## config.mk

```make
export PLATFORM = sky130hd
export DESIGN_NAME = asp_protection_control
export DESIGN_NICKNAME = d
export VERILOG_FILES = /design/src/rtl/asp_pkg.sv /design/src/rtl/asp_startup_timer.sv /design/src/rtl/asp_protection_control.sv
export VERILOG_INCLUDE_DIRS = /design/src /design/src/rtl
export SDC_FILE = /design/constraint.sdc
export NUM_CORES = 1
export LEC_CHECK = 0
export BUFFER_PORTS_ARGS = -buffer_cell sky130_fd_sc_hd__buf_2
export CAP_MARGIN = 25
export CORE_ASPECT_RATIO = 2
export CORE_MARGIN = 8
export CORE_UTILIZATION = 45
export CTS_CLUSTER_SIZE = 20
export DETAILED_ROUTE_END_ITERATION = 10
export GPL_TIMING_DRIVEN = 1
export MAX_ROUTING_LAYER = met4
export PLACE_DENSITY = 0.68
export SLEW_MARGIN = 20
export SYNTH_ARGS = -nofsm -noshare
export SYNTH_HDL_FRONTEND = slang
export SYNTH_SLANG_ARGS = --single-unit
export TNS_END_PERCENT = 50
```

## constraint.sdc

```tcl
create_clock -name clock -period 1.4 [get_ports clock]
set_input_delay 0.07 -clock clock [delete_from_list [all_inputs] [get_ports clock]]
set_output_delay 0.07 -clock clock [all_outputs]
set_load 0.02 [all_outputs]
```

## src/rtl/asp_consts.svh

```systemverilog
// Overview of operation
// - Select low: fixed bridge start-up interval of 420 ms before output enables.
// - Select high: fixed start-up interval of 800 ms before output enables, for single-ended loads.
// - Float request low immediately puts all half-bridges in high impedance.
// - Reset low ramps outputs to ground unless float is requested, and enters the low-power state.
// - A detected output short immediately disables output drive.
// - Short shutdown stays latched until reset is cycled low then high.
// - Fault output goes low on a short and stays low while latched.
// - Fault output released only on reset rising edge after a low phase.
// - Die temperature above 150 C shuts down with outputs disabled.
// - Thermal shutdown is not latched; recovers after 20 C cooling by itself.
// - Thermal shutdown never drives the fault output.
// - Warning output goes low when temperature reaches 125 C.
// - Warning returns high after about 20 C cooling, no reset needed.
// - Supply below about 8.4 V turns the device off as undervoltage.
// - Supply above about 27.5 V turns the device off as overvoltage.
`ifndef ASP_CONSTS_SVH
`define ASP_CONSTS_SVH
`define ASP_CLOCK_HZ        25000000
`define ASP_BTL_STARTUP_MS  420
`define ASP_SE_STARTUP_MS   800
`define ASP_BTL_STARTUP_CYC ((`ASP_CLOCK_HZ / 1000) * `ASP_BTL_STARTUP_MS)
`define ASP_SE_STARTUP_CYC  ((`ASP_CLOCK_HZ / 1000) * `ASP_SE_STARTUP_MS)
`define ASP_CNT_W           32
`endif

```

## src/rtl/asp_pkg.sv

```systemverilog
package asp_pkg;
   typedef enum logic [1:0] {
      ASP_LOWPWR  = 2'b00,
      ASP_STARTUP = 2'b01,
      ASP_RUN     = 2'b10,
      ASP_LATCHED = 2'b11
   } asp_state_t;
endpackage

```

## src/rtl/asp_startup_timer.sv

```systemverilog
`timescale 1ns/10ps
`include "asp_consts.svh"
module asp_startup_timer #(
   parameter int unsigned BTL_CYC = `ASP_BTL_STARTUP_CYC,
   parameter int unsigned SE_CYC  = `ASP_SE_STARTUP_CYC
) (
   input  wire logic clock,
   input  wire logic rst_n,
   input  wire logic start,
   input  wire logic run,
   input  wire logic output_config_select,
   output logic      done
);
   typedef struct packed {
      logic [`ASP_CNT_W-1:0] count;
      logic                  done;
   } asp_timer_t;
   asp_timer_t cur;
   asp_timer_t next_cur;
   logic [`ASP_CNT_W-1:0] limit;

   // Interval chosen by the select level; a change mid-count takes effect at once
   always_comb begin
      limit = output_config_select ? `ASP_CNT_W'(SE_CYC) : `ASP_CNT_W'(BTL_CYC);
      next_cur = cur;
      next_cur.done = 1'b0;
      if (start) begin
         next_cur.count = '0;
      end else if (run) begin
         if (cur.count + `ASP_CNT_W'(1) >= limit) begin
            next_cur.done = 1'b1;
         end else begin
            next_cur.count = cur.count + `ASP_CNT_W'(1);
         end
      end
   end

   // Register the timer state
   always_ff @(posedge clock or negedge rst_n) begin
      if (!rst_n) begin
         cur <= '0;
      end else begin
         cur <= next_cur;
      end
   end

   assign done = cur.done;
endmodule

```

## src/rtl/asp_protection_control.sv

```systemverilog
`timescale 1ns/10ps
`include "asp_consts.svh"
module asp_protection_control #(
   parameter int unsigned BTL_CYC = `ASP_BTL_STARTUP_CYC,
   parameter int unsigned SE_CYC  = `ASP_SE_STARTUP_CYC
) (
   input  wire logic clock,
   input  wire logic resetn,
   input  wire logic amp_reset_n,
   input  wire logic output_config_select,
   input  wire logic output_float_request_n,
   input  wire logic short_detect,
   input  wire logic over_temp_trip,
   input  wire logic temp_warn_level,
   input  wire logic undervoltage_shutdown,
   input  wire logic overvoltage_shutdown,
   output logic      bridge_drive_enable,
   output logic      bridge_float,
   output logic      output_ramp_to_ground,
   output logic      low_power,
   output logic      fault_n,
   output logic      over_temp_warning_n
);
   typedef struct packed {
      asp_pkg::asp_state_t state;
      logic                amp_reset_q;
      logic                drive;
      logic                float_out;
      logic                ramp_gnd;
      logic                low_pwr;
      logic                fault_n;
      logic                warn_n;
   } asp_ctl_t;
   asp_ctl_t cur;
   asp_ctl_t next_cur;
   logic [1:0] rst_sync;
   logic       rst_n;
   logic       timer_start;
   logic       timer_run;
   logic       timer_done;
   logic       inhibit;

   // Reset release through two flops so the design leaves reset cleanly
   always_ff @(posedge clock or negedge resetn) begin
      if (!resetn) begin
         rst_sync <= 2'b00;
      end else begin
         rst_sync <= {rst_sync[0], 1'b1};
      end
   end
   assign rst_n = rst_sync[1];

   asp_startup_timer #(
      .BTL_CYC (BTL_CYC),
      .SE_CYC  (SE_CYC)
   ) u_timer (
      .clock                (clock),
      .rst_n                (rst_n),
      .start                (timer_start),
      .run                  (timer_run),
      .output_config_select (output_config_select),
      .done                 (timer_done)
   );

   // Thermal and supply conditions stop drive but never latch
   assign inhibit = over_temp_trip | undervoltage_shutdown | overvoltage_shutdown;

   // Sequencer: low power, start-up ramp, run, latched short
   always_comb begin
      next_cur = cur;
      next_cur.amp_reset_q = amp_reset_n;
      timer_start = 1'b0;
      timer_run   = 1'b0;
      case (cur.state)
         asp_pkg::ASP_LOWPWR: begin
            if (amp_reset_n && !inhibit) begin
               next_cur.state = asp_pkg::ASP_STARTUP;
               timer_start = 1'b1;
            end
         end
         asp_pkg::ASP_STARTUP: begin
            timer_run = 1'b1;
            if (inhibit) begin
               // Restart the ramp after a thermal or supply dropout
               next_cur.state = asp_pkg::ASP_LOWPWR;
            end else if (timer_done) begin
               next_cur.state = asp_pkg::ASP_RUN;
            end
         end
         asp_pkg::ASP_RUN: begin
            if (inhibit) begin
               next_cur.state = asp_pkg::ASP_LOWPWR;
            end
         end
         asp_pkg::ASP_LATCHED: begin
            // Only a reset cycle leaves; thermal recovery has no say here
            if (!amp_reset_n) begin
               next_cur.state = asp_pkg::ASP_LATCHED;
            end else if (!cur.amp_reset_q) begin
               next_cur.state = asp_pkg::ASP_LOWPWR;
            end
         end
         default: begin
            next_cur.state = asp_pkg::ASP_LOWPWR;
         end
      endcase
      // Short detection with reset high wins over everything; a short in the release cycle latches again
      if (short_detect && amp_reset_n) begin
         next_cur.state = asp_pkg::ASP_LATCHED;
      end
      // Reset low forces low power unless a short is latched
      if (!amp_reset_n && next_cur.state != asp_pkg::ASP_LATCHED) begin
         next_cur.state = asp_pkg::ASP_LOWPWR;
      end
      // Outputs decoded from next state and inputs so they leave straight from flops
      next_cur.drive     = (next_cur.state == asp_pkg::ASP_RUN) && output_float_request_n;
      next_cur.float_out = !output_float_request_n;
      next_cur.ramp_gnd  = !amp_reset_n && output_float_request_n;
      next_cur.low_pwr   = !amp_reset_n;
      next_cur.fault_n   = (next_cur.state != asp_pkg::ASP_LATCHED);
      // Hysteresis of the warning lives in the analog comparator
      next_cur.warn_n    = !temp_warn_level;
   end

   // Register all control state
   always_ff @(posedge clock or negedge rst_n) begin
      if (!rst_n) begin
         cur <= '{state: asp_pkg::ASP_LOWPWR, amp_reset_q: 1'b0, drive: 1'b0,
                  float_out: 1'b0, ramp_gnd: 1'b1, low_pwr: 1'b1,
                  fault_n: 1'b1, warn_n: 1'b1};
      end else begin
         cur <= next_cur;
      end
   end

   assign bridge_drive_enable   = cur.drive;
   assign bridge_float          = cur.float_out;
   assign output_ramp_to_ground = cur.ramp_gnd;
   assign low_power             = cur.low_pwr;
   assign fault_n               = cur.fault_n;
   assign over_temp_warning_n   = cur.warn_n;

   // Float request removes drive on the next edge
   property p_float_kills_drive;
      @(posedge clock) disable iff (!rst_n)
      !output_float_request_n |=> bridge_float && !bridge_drive_enable;
   endproperty
   a_float_kills_drive: assert property (p_float_kills_drive)
      else $error("float request did not float bridges");

   // Short while driving drops drive and pulls fault low
   property p_short_disables;
      @(posedge clock) disable iff (!rst_n)
      short_detect && amp_reset_n |=> !bridge_drive_enable && !fault_n;
   endproperty
   a_short_disables: assert property (p_short_disables)
      else $error("short did not disable drive and flag fault");

   // Fault held low while reset stays high; the release edge itself is excluded
   property p_fault_held;
      @(posedge clock) disable iff (!rst_n)
      !fault_n && amp_reset_n && $past(amp_reset_n) |=> !fault_n;
   endproperty
   a_fault_held: assert property (p_fault_held)
      else $error("fault released without reset cycle");

   // Fault released after reset rises from low
   property p_fault_release;
      @(posedge clock) disable iff (!rst_n)
      !fault_n && !amp_reset_n ##1 amp_reset_n && !short_detect |=> fault_n;
   endproperty
   a_fault_release: assert property (p_fault_release)
      else $error("fault not released on reset rising edge");

   // Thermal trip never changes the fault output
   property p_thermal_no_fault;
      @(posedge clock) disable iff (!rst_n)
      over_temp_trip && !short_detect && fault_n |=> fault_n;
   endproperty
   a_thermal_no_fault: assert property (p_thermal_no_fault)
      else $error("thermal trip reported on fault output");

   // Any inhibit condition removes drive
   property p_inhibit_off;
      @(posedge clock) disable iff (!rst_n)
      inhibit |=> !bridge_drive_enable;
   endproperty
   a_inhibit_off: assert property (p_inhibit_off)
      else $error("drive enabled during thermal or supply fault");

   // Reset low means low power and no bridge drive
   property p_reset_lowpower;
      @(posedge clock) disable iff (!rst_n)
      !amp_reset_n |=> low_power && !bridge_drive_enable;
   endproperty
   a_reset_lowpower: assert property (p_reset_lowpower)
      else $error("reset low did not enter low power");

   // Warning follows the temperature flag one edge later
   property p_warn_follow;
      @(posedge clock) disable iff (!rst_n)
      1'b1 |=> over_temp_warning_n == !$past(temp_warn_level);
   endproperty
   a_warn_follow: assert property (p_warn_follow)
      else $error("warning output does not track temperature");

   // Drive only comes up after a start-up interval
   property p_drive_after_startup;
      @(posedge clock) disable iff (!rst_n)
      $rose(bridge_drive_enable) |-> $past(cur.state) != asp_pkg::ASP_LOWPWR;
   endproperty
   a_drive_after_startup: assert property (p_drive_after_startup)
      else $error("drive enabled without start-up interval");

   // A latched short keeps the bridges off whatever the temperature does
   property p_latched_no_drive;
      @(posedge clock) disable iff (!rst_n)
      !fault_n |-> !bridge_drive_enable;
   endproperty
   a_latched_no_drive: assert property (p_latched_no_drive)
      else $error("drive enabled while short is latched");

   // Once every condition has cleared, a new start-up begins with no outside help
   property p_recover_restart;
      @(posedge clock) disable iff (!rst_n)
      cur.state == asp_pkg::ASP_LOWPWR && amp_reset_n && !inhibit && !short_detect
         |=> cur.state == asp_pkg::ASP_STARTUP;
   endproperty
   a_recover_restart: assert property (p_recover_restart)
      else $error("no restart after conditions cleared");
endmodule

```

# Yosys cells after proc, flatten, opt, wreduce, memory -nomap -nowiden
# Index checks and enable logic that the tools add are counted.
# totals
reg_bits	44
latch_bits	0
ramBits	0
rom_bits	0
inputBits	10
word_cells	52
n_memories	0
# op_classes
add_sub_neg	1
multipliers	0
div_mod_pow	0
n_lt_le_gt_ge	1
n_eq_ne	7
shifts	0
muxes	18
bitwise_logic	2
reduce_logical	12
# op_table
cell	n
32-bit two-way mux	2
33-bit two-way mux	1
32-bit by 1-bit adder with 32-bit output, second input constant	1
32-bit >= comparator	1
25-bit two-way mux	1
2-bit two-way mux	8
2-bit one-hot mux with 4 select lines	1
2-bit == test, second input constant	3
2-bit != test, second input constant	3
1-bit logical AND	5
1-bit two-way mux	5
1-bit zero test	4
2-bit by 1-bit == test with 1-bit output, second input constant	1
2-bit zero test	1
1-bit bitwise OR	2
2-bit AND reduction	1
2-bit nonzero test	1

# Logic depth before layout (Yosys ltp)
# Gate-level depths: netlist of the first run.
# logic_depth
depth_word	12
ltp_mapped	16
depth_no_buf	13

# Cells and area by module
# Synthesis of the first run repeated with hierarchy kept, for this count alone.
# hier_totals
hier_cells	341
area_unflattened_um2	3124.2
# by_module_without_submodules
mod	instances	cells_each	area_per_inst_um2
asp_startup_timer	1	313	2742.6
asp_protection_control	1	28	381.6

# Worst setup path before layout of the first run
# Ideal clock, no wire load.
# synth_path
path_kind	reg-to-reg
startpoint	reg u_timer.cur[1] in the netlist's numbering
endpoint	reg u_timer.cur[6] in the netlist's numbering
setup_time_ns	0.125
arrival_time_ns	3.236
required_ns	1.275
path_slack_ns	-1.961
stages_incl_launch_ff	12
path_cell_list	dfrtp_1 ha_1 nand3_2 nor3_1 and3_1 xnor2_1 ha_1 a2111oi_0 nor2_1 o41ai_4 a31o_4 mux2_2
# synth_between
elab_chain_len	4
elab_cells_between_ends	7
classes_between	add/sub: 1; order compare: 1; eq/ne: 1; mux: 3; reduce/logical: 1
# synth_lines
item	line	source
start, declared	asp_startup_timer.sv:18	asp_timer_t cur;
start signal, assigned	asp_startup_timer.sv:43	cur <= next_cur;
32-bit by 1-bit adder with 32-bit output (*)	asp_startup_timer.sv:30, asp_startup_timer.sv:33	
32-bit >= comparator or 32-bit two-way mux (tied branches)	asp_startup_timer.sv:30	if (cur.count + `ASP_CNT_W'(1) >= limit) begin
2-bit != test (no line) or 33-bit two-way mux (tied branches)	n/a	
2-bit AND reduction (no line) or 32-bit two-way mux (tied branches)	n/a	
# Every way passes the cells marked *; elsewhere a longest branch is shown, timed or not. The select of a mux whose other input is x is not followed.
# A chain may end at the register's enable or synchronous reset.

# Final worst setup path of the first run
# layout_path
startpoint	reg u_timer.cur[1] in the netlist's numbering
endpoint	reg u_timer.cur[21] in the netlist's numbering
# The elaborated chain is that of the path after synthesis.

==> results by group, run 1 <==
Logic synthesis
  – Synthesized netlist cell count: slightly above 300
  – YS warnings: 0
  – Prevailing post-synth register cell: dfrtp_1
  – EDFF count, synth: 0
  – Synth top area share: 0.337
  – Sequential area share after synthesis: 0.373
  – Ranking of synthesized cells by area: dfrtp_1 34%, ha_1 4.2%, dfstp_2 3.5%, mux2i_1 3.0%, nor2_1 2.8%
  – Mapped cell area: roughly 3000 µm²
  – Async set or reset register ratio after synthesis: 1.00
  – Netlist cell types: ~60
  – Syn_area_per_cell: around 9.6 µm²
  – Flops & latches, synth: 44
  – Post-Syn Nets: between 300 and 400
  – Dominant cell type by area after synthesis: dfrtp_1

Critical path
  – Launch point of the worst path: u_timer.cur[1]
  – Crit path kind: flip-flop to flip-flop
  – R2R cell count: 13
  – CP startpoint kind: flip-flop
  – Critical-path maximum fanout: 6
  – Data required, critical path: ~1.6 ns
  – Critical Path AT: between 3 and 4 ns
  – RR Startpoint: u_timer.cur[1]
  – Crit end category: flip-flop

Floorplanning
  – Die Span X: 73.4 µm
  – FP Rows: between 40 and 50
  – I/O pin total: 16
  – Initial core utilization: 0.455
  – Die height: 131 µm
  – Core area: 6520 µm²
  – Total die area: 9600 µm²

STA
  – Final Skew: between 0.007 and 0.008 ns
  – Final worst slack: -1.77 ns
  – Final setup vio count: 33
  – RSZ-0062 raised after global routing: true
  – Fin. max-slew vios: 0
  – Fmax: 0.316 GHz
  – Fin crit share: 2.26
  – Fin crit period: around 3.2 ns
  – Final hold violations: 0
  – TNS Setup: -55.96 ns

Route
  – Iteration-0 DRC Markers: between 200 and 300
  – # DRC: 0
  – Post-DRT Antenna Nets: 0
  – Drt total wl: just over 9000 µm
  – Via Count: 2,932
  – Avg WL per Cell: approximately 18 µm
  – DR vias/cell: ~5.7
  – Pre-antenna DRT Iters: 4

Placement
  – GP Congestion: 0.967
  – HPWL Detailed: about 6300 µm
  – Setup slack at placement: -1.97 ns
  – Dpl cells: 489
  – Port Buffers: 15

Clocking
  – Clock Sinks: 44
  – H-tree depth: 2
  – CTS Buffer Depth: 2
  – Clk Latency, worst-skew pair: 0.29 ns
  – Worst-path clk slew: ~0.06 ns
  – Root buffer cell: clkbuf_16
  – CTS tree: yes
  – CTS Buf Count: 5

Pwr
  – Maximum vdd drop: between 0.001 and 0.0015 V
  – Leak pwr: ~2.0 nW
  – Power density cells: roughly 830 nW/µm²

Worst hold path
  – Hold path startpoint: amp_reset_n
  – Hold Path Depth: 2
  – Worst min path class: primary input to flip-flop

Final layout
  – Most frequent cells in the layout: 101 x buf_4, 35 x dfrtp_1, 20 x inv_1, 18 x nor2_1, 18 x nand2_1
  – Commonest non-fill, non-tap cell in the layout: buf_4
  – Layout cells sized above 1: 0.443
  – Area Overhead vs Synth: 45.1%
  – Filler-free cell count of the finished design: 517
  – Fin nets: 448
  – Antenna cells: 0

Global route
  – First-pass GRT wire length: 14,600 µm
  – GRT overflow: 0
  – Vias in the first global route: around 3,000
  – Initial antenna violation count: 0
  – Largest net degree at the start of global routing: 30
  – Total track usage: 0.201

Job
  – Max-capacitance violation count: 0

Outcome
  – Violated checks: setup timing
  – Status: finished, violations left
repair_timing:
item | CTS | global route
endpoints found under the hold margin | 7 | 0
buffers inserted | 12 | 3
endpoints found under the setup margin | 35 | 35
resized for setup | 18 | 22
gates cloned | 1 | 0
hold buffers | 4 | 0
pin swaps | 14 | 17
synthesized netlist by cell type, types with 2 or more instances:
cell and count:
o21a_1 7, nand4_1 6, and3_1 11, nor4_4 2, a31oi_1 12, and4_1 2
mux2_2 3, buf_6 3, or4_1 2, nand4_4 2, nand2_1 18, nand2b_1 4
nor2_1 22, xor2_1 4, xnor2_1 9, a41oi_1 7, inv_1 20, o2111a_1 2
nand3_1 15, and3_2 2, o21ai_0 10, mux2i_1 9, buf_4 3, nor3b_1 2
and2_1 10, nor4_1 7, a2bb2oi_1 2, a21oi_1 12, nand3_2 2, ha_1 10
clkbuf_1 5, dfstp_2 4, nor3_1 10, a21boi_0 2, nand3b_1 2, buf_2 4
dfrtp_1 40, a32o_1 2
report_power, final:
part | switching, mW | internal [mW] | leakage, nW
Clock | 0.471 | 0.710 | 0.0701
Combinational | 0.472 | 0.451 | 1.39
Sequential | 0.0966 | 1.38 | 0.577
worst max-delay path, cell delays in order, from the launching register on:
cell and delay [ns]:
dfrtp_2 0.41, nand4_4 0.14, nor2_4 0.16, and3_4 0.21
xnor2_2 0.13, ha_1 0.27, o21ai_2 0.07, nor3b_1 0.08
o311a_1 0.35, o2111a_2 0.29, o41ai_4 0.32, a31o_4 0.30
buf_6 0.14, mux2i_2 0.21
kinds of logic after synthesis:
group	share of synthesized area
fa+ha+maj	0.0422
simple gates	0.260
other cells	0.00126
mux	0.0418
xor+xnor	0.0384
compound gates	0.179
flops	0.373
buf+inv	0.0641
flip-flops by register name, summed over array words and instances, names as in the netlist:
register               flops
fault_n                    1
u_timer.done               1
rst_sync                   2
output_ramp_to_ground      1
bridge_drive_enable        1
u_timer.cur               32
over_temp_warning_n        1
low_power                  1
cur                        3
bridge_float               1
layout make-up:
type                    instances  area, µm²
clock buffers                   7        143
clock inverters                 1       7.51
fillers                       527       2210
inverters                      20       75.1
multi-input cells             231       1910
flip-flops and latches         44       1110
well taps                      88        110
repair buffers                126        950
per-stage QoR:
step | hold slack [ns] | power (mW) | utilization | area, µm²
global route | 0.0222 | 3.74 | 0.661 | 4300
floorplan | -0.226 | 1.93 | - | 3040
global placement | -0.145 | 2.23 | 0.584 | 3810
finish | 0.00538 | 3.58 | 0.661 | 4300
detailed placement | -0.143 | 2.26 | 0.584 | 3810
CTS | 0.00510 | 3.56 | 0.641 | 4180
routing by layer:
layer  wire (µm)  track usage
met5           0            -
met4         386       0.0866
met3         323       0.0252
met2        4810        0.351
met1        3520        0.222
final timing paths:
kind / endpoint / slack [ns]
setup / recovery: u_timer.cur[21] / -1.77
hold / removal: output_ramp_to_ground / 0.005
setup reg to reg: u_timer.cur[21] / -1.77
hold reg to reg: u_timer.cur[13] / 0.17
max in group asynchronous: low_power / 0.70
min in group asynchronous: rst_sync[1] / 0.10
No activity file was read; power rests on OpenSTA's default activity.
==> run 2: changes to the inputs <==
- CORE_MARGIN: 8 -> 5
- SLEW_MARGIN: 20 -> 15
- clock period: 1.4 -> 3.7 ns (I/O delays scaled with it)
==> results by group, run 2 (synthesis results as in run 1) <==
Outcome
  – Status: completed

STA
  – Fmax: between 0.2 and 0.3 GHz
  – Final Skew: between 0.004 and 0.005 ns
  – RSZ-0062 raised after global routing: false
  – Fin crit period: between 3 and 4 ns
  – TNS Setup: 0 ns
  – Hold slack final: 0.0564 ns
  – Least-Margin Pin Slew: ~0.77 ns
  – Fin. max-slew vios: 0
  – Final hold violations: 0
  – Final setup vio count: 0
  – Fin crit share: 0.960
  – Final worst slack: 0.148 ns
  – Worst slew margin: 0.485

Final layout
  – Max FFs per register: 32
  – Regs by FF count: u_timer.cur x32, cur x3, rst_sync x2
  – Fin util: 0.525
  – Fin nets: 356
  – Most frequent cells in the layout: 35 x dfrtp_1, 21 x nor2_1, 20 x inv_1, 18 x nand2_1
  – Area Overhead vs Synth: 15.2%
  – Layout cells sized above 1: 0.220
  – Commonest non-fill, non-tap cell in the layout: dfrtp_1
  – Reg with most FFs: u_timer.cur
  – Antenna cells: 0
  – Filler-free cell count of the finished design: about 430
  – Final instance area: between 3000 and 4000 µm²

Route
  – Post-DRT Antenna Nets: 0
  – DR vias/cell: just under 6
  – Pre-antenna DRT Iters: 4
  – Drt total wl: around 7000 µm
  – # DRC: 0
  – Avg WL per Cell: between 15 and 20 µm
  – Iteration-0 DRC Markers: about 220
  – Via Count: between 2,000 and 2,500

Global route
  – Initial antenna violation count: 0
  – Total track usage: 0.185
  – GR peak layer: met2
  – Grt met3 use: 0.0262
  – Grt met2 use: 0.287
  – Met1 GRT Util: 0.227
  – Vias in the first global route: between 2,000 and 3,000
  – GRT overflow: 0
  – Largest net degree at the start of global routing: 43
  – First-pass GRT wire length: approximately 12,000 µm

Placement
  – Setup slack at placement: a little over 0.1 ns
  – HPWL Detailed: a little over 5000 µm
  – Dpl cell area: 3180 µm²
  – GP Congestion: 0.919
  – Dpl cells: just over 400
  – Port Buffers: 15

Pwr
  – Maximum vdd drop: about 0.00032 V
  – Power density cells: about 380 nW/µm²
  – Leak pwr: between 1 and 1.5 nW
  – Total power: ~1.3 mW

Floorplanning
  – Die height: approximately 120 µm
  – Die Span X: around 67 µm
  – FP Rows: 42
  – I/O pin total: 16
  – Initial core utilization: 0.455
  – Core area: roughly 6500 µm²
  – Total die area: between 8000 and 9000 µm²

Clocking
  – CTS tree: yes
  – Worst-path clk slew: ~0.060 ns
  – Clock Sinks: 44
  – CTS Buffer Depth: 2
  – Clk Latency, worst-skew pair: around 0.29 ns
  – Postcts setup bufs: 0
  – Root buffer cell: clkbuf_16
  – CTS Buf Count: 5
  – H-tree depth: 2

Worst hold path
  – Hold Path Depth: 2
  – Worst min path class: primary input to flip-flop

Critical path
  – CP max stage delay: roughly 0.50 ns
  – Crit path cell chain: nand4_4, or3_1, nor2_2, and4_1, xor2_1, ha_1, nand3b_1, mux2i_1, and2_4, a2111oi_4, a31o_4, mux2_2
  – Critical Path AT: approximately 3.7 ns
  – Data required, critical path: between 3 and 4 ns
  – Crit path max-delay family: simple AND/OR/NAND/NOR gates
  – CP bufs+invs: 0
  – Critical-path maximum fanout: 8
  – Crit end category: flip-flop
  – Crit path kind: flip-flop to flip-flop
  – Crit path max-delay cell type: or3_1
  – R2R cell count: 12
  – WP depth: 12
  – CP startpoint kind: flip-flop

Job
  – Max-capacitance violation count: 0
## run 2: changes by cell type in the layout (fill, tap and decap cells not counted), moves of 3 or more
cell,change
xnor2_1,+4
buf_6,-4
buf_4,-86
o21ai_1,-3
nor2_1,+3
nor4_4,-3
o21ai_0,+4
ha_2,-3
xnor2_2,-4
ha_1,+4
## run 2: repair_timing
action,4_1_cts,5_1_grt
endpoints found under the setup margin,0,30
resized for setup,0,8
hold endpoints to repair,3,0
hold buffers,2,0
## run 2: cell type report
cell class	count	area, µm²
inverters	20	75.1
clock buffers	5	125
flip-flops and latches	44	1110
clock inverters	3	50.0
multi-input cells	230	1690
repair buffers	35	259
fillers	645	3100
well taps	88	110
## run 2: worst paths after layout
kind	startpoint	slack (ns)	endpoint
min in group asynchronous	rst_sync[1]	0.10	u_timer.cur[28]
worst min register to register	rst_sync[1]	0.10	u_timer.cur[28]
max in group asynchronous	rst_sync[1]	3.09	low_power
worst max register to register	u_timer.cur[4]	0.15	u_timer.cur[6]
worst min-delay path	short_detect	0.06	fault_n
worst max-delay path	u_timer.cur[4]	0.15	u_timer.cur[6]
## run 2: power breakdown
| part | switching, mW | internal (mW) |
|---|---|---|
| clock network | 0.196 | 0.326 |
| logic | 0.0914 | 0.0754 |
| registers | 0.0780 | 0.524 |
| total | 0.365 | 0.925 |
## run 2: worst reg2reg max path: stages (launching register included)
cell	delay, ns
dfrtp_2	0.44
nand4_4	0.17
or3_1	0.50
nor2_2	0.20
and4_1	0.28
xor2_1	0.17
ha_1	0.28
nand3b_1	0.09
mux2i_1	0.08
and2_4	0.18
a2111oi_4	0.40
a31o_4	0.30
mux2_2	0.35
## run 2: routing by layer
layer  up-vias  part of all wire  wire, µm
met2        65              0.50      3530
met3        21             0.046       320
met5         -                 0         0
met1      1172              0.42      2930
li1       1195                 -         -
met4         0             0.031       215
